<file path="src/rtl/terminal_regs_pkg.sv">
// Constants shared by the terminal register structure and its coupler.
// Assumes one 20 MHz clock and a synchronous active-high reset.
//
// How it works
// RQ1 - Each channel owns sixty-four word registers
// RQ2 - Areas: process, type, maker, user, extended
// RQ3 - One independent register set per logical channel
// RQ4 - Process variables live in terminal RAM
// RQ5 - First six process words are type-specific
// RQ6 - Diagnostic word flags extra faults, e.g. parity
// RQ7 - Coupler writes number low, argument high
// RQ8 - Command read gives result high, number low
// RQ9 - Type words fixed, readable, never writable
// RQ10 - Terminal kind word identifies the terminal
// RQ11 - Firmware version reads as ASCII text
// RQ12 - Data length: shift register count, bit length
// RQ13 - Logical channel count, may exceed registers
// RQ14 - Minimum bytes to transfer, status excluded
// RQ15 - Coupler maps the control/status byte too
// RQ16 - Control/status byte sits in the low byte; the code puts it in byte 3, bits 31:24
// RQ17 - Image is six bytes each way
// RQ18 - Writes to type words are silently dropped
`default_nettype none
package terminal_regs_pkg;
    // -----------------------------------------------------------------
    // Register map of one channel (word addresses)
    // -----------------------------------------------------------------
    localparam int         REG_COUNT   = 64;
    localparam logic [5:0] PV_LAST     = 6'h07;
    localparam logic [5:0] DIAG_ADDR   = 6'h06;
    localparam logic [5:0] CMD_ADDR    = 6'h07;
    localparam logic [5:0] KIND_ADDR   = 6'h08;
    localparam logic [5:0] FW_ADDR     = 6'h09;
    localparam logic [5:0] SHLEN_ADDR  = 6'h0a;
    localparam logic [5:0] LCH_ADDR    = 6'h0b;
    localparam logic [5:0] MINLEN_ADDR = 6'h0c;
    localparam logic [5:0] TYPE_LAST   = 6'h0f;
    localparam logic [5:0] MFR_BASE    = 6'h10;
    localparam logic [5:0] USER_BASE   = 6'h20;
    localparam logic [5:0] EXT_BASE    = 6'h30;

    // -----------------------------------------------------------------
    // Process image layout
    // -----------------------------------------------------------------
    localparam int IMAGE_BYTES = 6;
    localparam int DATA_BYTES  = 3;
    localparam int CTL_BYTE    = 3;
    localparam int REQ_BIT     = 7;
    localparam int WR_BIT      = 6;

    // -----------------------------------------------------------------
    // Coupler APB registers (byte offsets) and timing
    // -----------------------------------------------------------------
    localparam logic [7:0] CTRL_OFS   = 8'h00;
    localparam logic [7:0] WDATA_OFS  = 8'h04;
    localparam logic [7:0] RDATA_OFS  = 8'h08;
    localparam logic [7:0] STAT_OFS   = 8'h0c;
    localparam logic [7:0] ISTAT_OFS  = 8'h10;
    localparam logic [7:0] IMASK_OFS  = 8'h14;
    localparam logic [7:0] OUTD_OFS   = 8'h18;
    localparam logic [7:0] IND_OFS    = 8'h1c;
    localparam int         EV_DONE    = 0;
    localparam int         EV_CYCLE   = 1;
    localparam int         EXCH_TICKS = 16;

    typedef enum logic [1:0] {
        C_IDLE = 2'b00,
        C_SEND = 2'b01,
        C_WAIT = 2'b11
    } cycle_state_e;
endpackage
`default_nettype wire

</file>
<file path="src/rtl/terminal_link_if.sv">
// Process image link between coupler and terminal.
// Assumes both ends run on the same clock.
`timescale 1ns/1ps
`default_nettype none
interface terminal_link_if #(parameter int CH_W = 2);
    logic [47:0]     out_image;
    logic            out_strobe;
    logic [CH_W-1:0] out_chan;
    logic [47:0]     in_image;
    logic            in_strobe;

    modport coupler  (output out_image, out_strobe, out_chan, input in_image, in_strobe);
    modport terminal (input out_image, out_strobe, out_chan, output in_image, in_strobe);
endinterface
`default_nettype wire

</file>
<file path="src/rtl/terminal_register_structure.sv">
// Word-organised register structure of an intelligent I/O terminal.
// Assumes the coupler presents one output image per exchange strobe.
`timescale 1ns/1ps
`default_nettype none
module terminal_register_structure import terminal_regs_pkg::*; #(
    parameter int          NUM_CH    = 4,
    parameter int          CH_W      = 2,
    parameter logic [15:0] KIND      = 16'h0001, // Arbitrary value
    parameter logic [7:0]  FW_MAJOR  = 8'h31,
    parameter logic [7:0]  FW_MINOR  = 8'h61,
    parameter logic [7:0]  SHIFT_CNT = 8'h01,
    parameter logic [7:0]  SHIFT_LEN = 8'h30,
    parameter logic [7:0]  MIN_IN    = 8'h03,
    parameter logic [7:0]  MIN_OUT   = 8'h03
) (
    // Clock and reset
    input  wire logic                 clk_in,
    input  wire logic                 rst_in,
    // Process image link
    terminal_link_if.terminal         link,
    // Cyclic process data
    input  wire logic [NUM_CH*24-1:0] pd_in,
    output logic      [23:0]          pd_out,
    output logic      [CH_W-1:0]      pd_chan_out,
    output logic                      pd_valid_out,
    // Diagnostic events
    input  wire logic [NUM_CH*16-1:0] diag_set_in,
    // Function calls
    output logic                      func_valid_out,
    output logic      [CH_W-1:0]      func_chan_out,
    output logic      [7:0]           func_num_out,
    output logic      [7:0]           func_param_out,
    input  wire logic                 func_done_in,
    input  wire logic [7:0]           func_result_in
);
    // -----------------------------------------------------------------
    // Decoding
    // -----------------------------------------------------------------
    function automatic logic is_type_word(input logic [5:0] a);
        return (a >= KIND_ADDR) && (a <= TYPE_LAST);
    endfunction

    function automatic logic is_ram_word(input logic [5:0] a);
        return (a < DIAG_ADDR) || (a >= MFR_BASE);
    endfunction

    localparam int MEM_WORDS = (1 << CH_W) * REG_COUNT;

    logic [15:0] mem [MEM_WORDS]; // RQ1 RQ3 RQ4
    logic [15:0] diag [NUM_CH];
    logic [7:0]  fnum [NUM_CH];
    logic [7:0]  fres [NUM_CH];
    logic [NUM_CH-1:0] ack;

    wire logic [CH_W-1:0]   chan    = link.out_chan;
    wire logic [7:0]        ctl     = link.out_image[CTL_BYTE*8 +: 8]; // RQ16
    wire logic [15:0]       wdata   = link.out_image[47:32]; // RQ17
    wire logic              req     = ctl[REQ_BIT];
    wire logic              wr      = ctl[WR_BIT];
    wire logic [5:0]        addr    = ctl[5:0];
    wire logic              chan_ok = 32'(chan) < NUM_CH;
    wire logic [CH_W+5:0]   midx    = {chan, addr};
    wire logic              ack_cur = chan_ok ? ack[chan] : 1'b1;
    wire logic              new_acc = link.out_strobe && req && !ack_cur && chan_ok;
    wire logic              wr_acc  = new_acc && wr;
    wire logic              rd_diag = new_acc && !wr && (addr == DIAG_ADDR);
    wire logic              wr_ram  = wr_acc && is_ram_word(addr); // RQ18
    wire logic              wr_cmd  = wr_acc && (addr == CMD_ADDR);
    wire logic [23:0]       pd_sel  = chan_ok ? pd_in[chan*24 +: 24] : 24'h000000;

    // -----------------------------------------------------------------
    // Fixed type words
    // -----------------------------------------------------------------
    logic [15:0] type_word;
    always_comb begin
        case (addr)
            KIND_ADDR:   type_word = KIND; // RQ9 RQ10
            FW_ADDR:     type_word = {FW_MAJOR, FW_MINOR}; // RQ11
            SHLEN_ADDR:  type_word = {SHIFT_CNT, SHIFT_LEN}; // RQ12
            LCH_ADDR:    type_word = 16'(NUM_CH); // RQ13
            MINLEN_ADDR: type_word = {MIN_OUT, MIN_IN}; // RQ14
            default:     type_word = 16'h0000;
        endcase
    end

    // -----------------------------------------------------------------
    // Read selection
    // -----------------------------------------------------------------
    logic [15:0] rd_word;
    always_comb begin
        if (!chan_ok) begin
            rd_word = 16'h0000;
        end else if (addr == DIAG_ADDR) begin
            rd_word = diag[chan]; // RQ6
        end else if (addr == CMD_ADDR) begin
            rd_word = {fres[chan], fnum[chan]}; // RQ8
        end else if (is_type_word(addr)) begin
            rd_word = type_word; // RQ9
        end else begin
            rd_word = mem[midx]; // RQ2 RQ5
        end
    end

    // Status echo carries the request back so the coupler can match it
    wire logic [7:0]  status  = (req && chan_ok) ? ctl : 8'h00;
    wire logic [47:0] next_in = {rd_word, status, pd_sel}; // RQ17

    // -----------------------------------------------------------------
    // Register RAM, no reset: contents are parameters, not control
    // -----------------------------------------------------------------
    always_ff @(posedge clk_in) begin
        if (wr_ram) begin
            mem[midx] <= wdata; // RQ1 RQ4
        end
    end

    // -----------------------------------------------------------------
    // Per-channel handshake, diagnostics and command words
    // -----------------------------------------------------------------
    genvar g;
    generate
        for (g = 0; g < NUM_CH; g++) begin : g_ch
            wire logic hit = chan_ok && (32'(chan) == g);
            wire logic [15:0] next_diag =
                (diag[g] & ((rd_diag && hit) ? 16'h0000 : 16'hffff))
                | diag_set_in[g*16 +: 16];

            always_ff @(posedge clk_in) begin
                if (rst_in) begin
                    ack[g]  <= 1'b0;
                    diag[g] <= 16'h0000;
                    fnum[g] <= 8'h00;
                    fres[g] <= 8'h00;
                end else begin
                    if (link.out_strobe && hit) begin
                        ack[g] <= req;
                    end
                    // Set wins over clear-on-read
                    diag[g] <= next_diag; // RQ6
                    if (wr_cmd && hit) begin
                        fnum[g] <= wdata[7:0]; // RQ7
                        fres[g] <= 8'h00;
                    end else if (func_done_in && (32'(func_chan_out) == g)) begin
                        fres[g] <= func_result_in; // RQ8
                    end
                end
            end
        end
    endgenerate

    // -----------------------------------------------------------------
    // Answer image and user-side outputs
    // -----------------------------------------------------------------
    always_ff @(posedge clk_in) begin
        if (rst_in) begin
            link.in_image  <= 48'h000000000000;
            link.in_strobe <= 1'b0;
            pd_out         <= 24'h000000;
            pd_chan_out    <= '0;
            pd_valid_out   <= 1'b0;
            func_valid_out <= 1'b0;
            func_chan_out  <= '0;
            func_num_out   <= 8'h00;
            func_param_out <= 8'h00;
        end else begin
            link.in_strobe <= link.out_strobe;
            pd_valid_out   <= link.out_strobe && chan_ok;
            func_valid_out <= wr_cmd;
            if (link.out_strobe) begin
                link.in_image <= next_in; // RQ16 RQ17
                pd_out        <= link.out_image[DATA_BYTES*8-1:0];
                pd_chan_out   <= chan;
            end
            if (wr_cmd) begin
                func_chan_out  <= chan;
                func_num_out   <= wdata[7:0]; // RQ7
                func_param_out <= wdata[15:8];
            end
        end
    end
endmodule
`default_nettype wire

</file>
<file path="src/flat_wrapper.sv">
// flat-port wrapper written by rule: the top's interface ports become plain ports
module terminal_register_structure_flat import terminal_regs_pkg::*;
#(
    parameter int          NUM_CH    = 4,
    parameter int          CH_W      = 2,
    parameter logic [15:0] KIND      = 16'h0001,                   
    parameter logic [7:0]  FW_MAJOR  = 8'h31,
    parameter logic [7:0]  FW_MINOR  = 8'h61,
    parameter logic [7:0]  SHIFT_CNT = 8'h01,
    parameter logic [7:0]  SHIFT_LEN = 8'h30,
    parameter logic [7:0]  MIN_IN    = 8'h03,
    parameter logic [7:0]  MIN_OUT   = 8'h03
)
  (clk_in, rst_in, pd_in, pd_out, pd_chan_out, pd_valid_out, diag_set_in, func_valid_out, func_chan_out, func_num_out, func_param_out, func_done_in, func_result_in, link_out_image, link_out_strobe, link_out_chan, link_in_image, link_in_strobe);
  terminal_link_if #(.CH_W(CH_W)) link_i ();
  input  wire logic clk_in;
  input  wire logic rst_in;
  input  wire logic [NUM_CH*24-1:0] pd_in;
  output logic      [23:0] pd_out;
  output logic      [CH_W-1:0] pd_chan_out;
  output logic pd_valid_out;
  input  wire logic [NUM_CH*16-1:0] diag_set_in;
  output logic func_valid_out;
  output logic      [CH_W-1:0] func_chan_out;
  output logic      [7:0] func_num_out;
  output logic      [7:0] func_param_out;
  input  wire logic func_done_in;
  input  wire logic [7:0] func_result_in;
  input wire logic [$bits(link_i.out_image)-1:0] link_out_image;
  input wire logic [$bits(link_i.out_strobe)-1:0] link_out_strobe;
  input wire logic [$bits(link_i.out_chan)-1:0] link_out_chan;
  output wire logic [$bits(link_i.in_image)-1:0] link_in_image;
  output wire logic [$bits(link_i.in_strobe)-1:0] link_in_strobe;
  assign link_i.out_image = link_out_image;
  assign link_i.out_strobe = link_out_strobe;
  assign link_i.out_chan = link_out_chan;
  assign link_in_image = link_i.in_image;
  assign link_in_strobe = link_i.in_strobe;
  terminal_register_structure #(.NUM_CH(NUM_CH), .CH_W(CH_W), .KIND(KIND), .FW_MAJOR(FW_MAJOR), .FW_MINOR(FW_MINOR), .SHIFT_CNT(SHIFT_CNT), .SHIFT_LEN(SHIFT_LEN), .MIN_IN(MIN_IN), .MIN_OUT(MIN_OUT)) u_core (.clk_in(clk_in), .rst_in(rst_in), .link(link_i), .pd_in(pd_in), .pd_out(pd_out), .pd_chan_out(pd_chan_out), .pd_valid_out(pd_valid_out), .diag_set_in(diag_set_in), .func_valid_out(func_valid_out), .func_chan_out(func_chan_out), .func_num_out(func_num_out), .func_param_out(func_param_out), .func_done_in(func_done_in), .func_result_in(func_result_in));
endmodule
</file>
<file path="config.mk">
export PLATFORM = sky130hd
export DESIGN_NAME = terminal_register_structure_flat
export DESIGN_NICKNAME = d
export VERILOG_FILES = /design/src/rtl/terminal_regs_pkg.sv /design/src/rtl/terminal_link_if.sv /design/src/rtl/terminal_register_structure.sv /design/src/flat_wrapper.sv
export SDC_FILE = /design/constraint.sdc
export NUM_CORES = 2
export LEC_CHECK = 0
export ABC_AREA = 1
export BUFFER_PORTS_ARGS = -buffer_cell sky130_fd_sc_hd__buf_2
export CAP_MARGIN = 0
export CELL_PAD_IN_SITES_DETAIL_PLACEMENT = 0
export CELL_PAD_IN_SITES_GLOBAL_PLACEMENT = 2
export CORE_UTILIZATION = 45
export CTS_CLUSTER_DIAMETER = 200
export DETAILED_ROUTE_END_ITERATION = 12
export PLACE_DENSITY = 0.9
export SYNTH_ARGS = -nofsm -noshare
export SYNTH_HDL_FRONTEND = slang
export SYNTH_MEMORY_MAX_BITS = 65536
export SYNTH_SLANG_ARGS = --single-unit
</file>
<file path="constraint.sdc">
create_clock -name clk_in -period 3.3 [get_ports clk_in]
set_input_delay 0.33 -clock clk_in [delete_from_list [all_inputs] [get_ports clk_in]]
set_output_delay 0.33 -clock clk_in [all_outputs]
set_load 0.1 [all_outputs]
</file>
==> impl_summary.txt <==
----------------------------------------------------
[Status]
  Run status ... complete, no violations

[Timing]
  Transition at the pin with the smallest max-transition slack ... 1.18 ns
  Final Hold Slack ... 0.0108 ns
  Count of final hold-check violations ... 0
  Highest attainable clock frequency ... 304 MHz
  Final period utilization ... 99.6%
  Unrepaired setup endpoints after global routing ... no
  Sum of negative setup slack ... 0 ns
  Worst slew margin relative to its limit ... 21.4%
  Setup violators final ... 0
  Setup Skew ... 0.0602 ns
  Minimum period implied by the final worst setup slack ... 3.29 ns
  Max Transition Viols Final ... 0

[Logic synthesis]
  Synth Register Bits ... about 4300
  Share of synthesized flip-flops with an asynchronous set or reset ... 0%
  Synthesized area per cell ... about 14 um2
  Yosys top cell by area ... sky130_fd_sc_hd__edfxtp_1
  Synth warn ... 0
  Cells taking the most area after synthesis ... sky130_fd_sc_hd__edfxtp_1, sky130_fd_sc_hd__a22oi_1, sky130_fd_sc_hd__nand2_1
  Number of instances in the synthesized netlist ... 11659
  Fraction of synthesized cell area taken by the top area cell type ... 75.9%
  Commonest register cell after synthesis ... sky130_fd_sc_hd__edfxtp_1
  Portion of the post-synthesis area used by sequential elements ... 77.8%
  Number of flops mapped to enable cells by yosys ... 4160
  Unique cell type count in the Yosys netlist ... 41
  Post-synthesis cell area ... 165000 um2

[Worst setup path]
  Cells on worst reg2reg path ... 12
  Crit path kind ... in2reg
  Critical path origin ... link_out_image[28]
  Element type at the critical path end ... flop
  Maximum net fanout on the critical path ... 11
  Register-to-register setup slack ... 0.11 ns
  Signal arrival time at the worst endpoint ... 4.21 ns
  Worst setup path endpoint ... u_core.link.in_image[33]
  Reg-to-reg startpoint ... u_core.mem[91][9]
  Startpoint types ... input pin
  Worst EP required ... 4.22 ns
  Critical R2R Capture ... u_core.link.in_image[41]

[Min path]
  Type of the most critical hold path ... in2reg

[Floorplan]
  Core area ... ~360000 um2
  FP Rows ... between 200 and 250
  Io pins ... about 320
  DIE AREA ... 368000 um2
  Die outline width ... 607 um
  Initial core utilization ... 45.3%
  Chip Height ... 607 um

[Clock network]
  Root buffer cell ... sky130_fd_sc_hd__clkbuf_16
  Post-CTS clock slew at the launch and capture registers of the worst setup and hold paths ... roughly 0.060 ns
  TritonCTS Buffers ... 424
  H-Tree Depth ... 5
  Clk buf depth ... 4
  TritonCTS clock tree ... built
  Count of clock tree sinks ... around 4300
  Insertion delay of the later-clocked pin in the worst-skew pair ... 0.99 ns

[Place]
  Area after detailed placement ... 183000 um2
  Final estimated routing congestion in global placement ... between 0.9 and 1
  Number of port buffers ... 316
  Total instance count after detailed placement ... around 18000
  HPWL after detailed placement ... 329 mm

[Detailed routing]
  Post-detailed-routing wire length ... between 500 and 600 mm
  DRC errors left ... 0
  Initial drt markers ... 15794
  Drt pass-1 iters ... 8
  Via density per instance ... 5.81
  Detailed-route wire length per cell ... roughly 27 um
  Via Count ... approximately 110k
  Count of nets left with antenna violations after detail routing ... 0

[Finish]
  Area delta synth->final ... 21.4%
  Most frequent standard cell in the layout excluding fill and tap cells ... sky130_fd_sc_hd__edfxtp_1
  Most used cells in the layout excluding fill and tap cells ... sky130_fd_sc_hd__edfxtp_1, sky130_fd_sc_hd__nand2_1, sky130_fd_sc_hd__a22oi_1
  Fraction of final layout cells with drive strength greater than 1 ... approximately 15%
  Number of standard cells in the final layout excluding fillers ... 18859
  Final std cell area, no fill ... 200000 um2
  Net total in the final layout ... 13923

[Power]
  Power density of the placed cells ... 592 nW/um2
  Leak Pwr ... roughly 0.073 uW
  Overall power after layout ... 118000 uW
  Largest voltage drop on the vdd net ... 571 uV

[GRT]
  GRT Max-Usage Layer ... met2
  Met3 layer usage reported by global route ... 6.57%
  GR met1 Demand/Resource ... 37.2%
  Overflow left after global routing ... 0
  Number of antenna violations at the first check in global routing ... 28
  Number of global-route vias before repair ... about 110k
  Maximum number of pins on one net before global-route repair ... 106
  First-pass GRT wire length ... 734 mm
  Total GRT Usage ... 27.4%
  GR Layer Usage met2 ... 42.5%

[Flow run]
  Max Cap Violations ... 0

----------------------------------------------------
per-stage QoR:
| stage | utilization (%) | worst slack [ns] |
|---|---|---|
| 6_report | 55.0 | 0.0119 |
| 5_1_grt | 55.0 | 0.00561 |
| 4_1_cts | 55.0 | 0.0151 |
| 3_5_place_dp | 50.5 | -0.939 |
| 3_3_place_gp | 50.5 | -0.921 |
| 2_1_floorplan | - | 0.389 |
area by class of cell:
type,instances,area [um2]
fillers,29043,163000
flip-flops and latches,4322,128000
multi-input cells,7191,35500
repair buffers,1687,16000
clock buffers,495,11000
well taps,4794,6000
clock inverters,286,2870
inverters,75,318
diodes,9,22.5
logic make-up (layout without fill, tap and decap cells):
| group | after synthesis | after routing | share of synthesized area [%] |
|---|---|---|---|
| flops | 4322 | 4322 | 77.8 |
| simple gates | 4238 | 4238 | 10.1 |
| other cells | 1 | 649 | 0.00228 |
| compound gates | 2313 | 2313 | 9.94 |
| buf+inv | 785 | 2543 | 2.16 |
synth_stat cells, types with 7 or more instances:
cell type	number
sky130_fd_sc_hd__edfxtp_1	4160
sky130_fd_sc_hd__nand2_1	3294
sky130_fd_sc_hd__a22oi_1	1871
sky130_fd_sc_hd__nor2_1	635
sky130_fd_sc_hd__buf_2	438
sky130_fd_sc_hd__a21oi_1	231
sky130_fd_sc_hd__clkbuf_1	191
sky130_fd_sc_hd__dfxtp_1	162
sky130_fd_sc_hd__nand4_1	146
sky130_fd_sc_hd__o21ai_0	135
sky130_fd_sc_hd__nand3_1	103
sky130_fd_sc_hd__buf_1	69
sky130_fd_sc_hd__inv_1	49
sky130_fd_sc_hd__a31oi_1	39
sky130_fd_sc_hd__nor3_1	24
sky130_fd_sc_hd__inv_2	17
sky130_fd_sc_hd__a21o_1	15
sky130_fd_sc_hd__o21ai_1	11
sky130_fd_sc_hd__buf_4	9
sky130_fd_sc_hd__clkinv_1	7
worst max-delay path, stage by stage:
cell and delay [ns]:
sky130_fd_sc_hd__dlygate4sd3_1 0.54, sky130_fd_sc_hd__buf_2 0.22, sky130_fd_sc_hd__inv_1 0.10, sky130_fd_sc_hd__nor2_4 0.14
sky130_fd_sc_hd__inv_2 0.15, sky130_fd_sc_hd__buf_4 0.18, sky130_fd_sc_hd__nor2_1 0.12, sky130_fd_sc_hd__clkinv_1 0.32
sky130_fd_sc_hd__buf_4 0.31, sky130_fd_sc_hd__nor2_1 0.57, sky130_fd_sc_hd__nor2_1 0.23, sky130_fd_sc_hd__nand2_1 0.31
sky130_fd_sc_hd__nor2_1 0.08, sky130_fd_sc_hd__nand2_1 0.18, sky130_fd_sc_hd__nand2_1 0.09, sky130_fd_sc_hd__nand2_1 0.11
sky130_fd_sc_hd__nand2_1 0.06, sky130_fd_sc_hd__a21oi_1 0.13
layer usage:
layer / vias up / wire length, um
met5: - / 39
met4: 6 / 24100
met2: 6520 / 237000
li1: 47136 / -
met1: 54865 / 197000
met3: 1110 / 59700
power by group:
group / total, uW / switching, uW / internal (uW)
registers: 61200 / 273 / 61000
logic: 8520 / 5930 / 2580
clock network: 48600 / 20800 / 27800
registers in the layout, summed over array words and instances, names as in the netlist, 2 cells and up:
register,cells
u_core.fres,32
u_core.func_chan_out,2
u_core.pd_chan_out,2
u_core.link.in_image,48
u_core.pd_out,24
u_core.func_param_out,8
u_core.fnum,32
u_core.mem,4096
u_core.func_num_out,8
u_core.ack,4
u_core.diag,64
how the worst min path moves through the flow:
stage / from / end / slack [ns] / cells after the start
6_report: link_out_image[38] / u_core.mem[206][6] / 0.01 / 1
5_1_grt: link_out_image[38] / u_core.mem[70][6] / 0.02 / 1
4_1_cts: link_out_image[38] / u_core.mem[206][6] / 0.002 / 1
3_5_place_dp: u_core.link.in_image[28] / u_core.link.in_image[28] / 0.46 / 2
3_3_place_gp: u_core.link.in_image[31] / u_core.link.in_image[31] / 0.46 / 2
2_1_floorplan: rst_in / u_core.func_valid_out / 0.42 / 1
what timing repair did:
item,in CTS,in global routing
hold buffers,261,0
hold endpoints to repair,535,0
resized for setup,2,3
setup buffers,0,1
setup endpoints to repair,62,7
cloned,0,0
pin swaps,0,1
No activity file was read; power rests on OpenSTA's default activity.
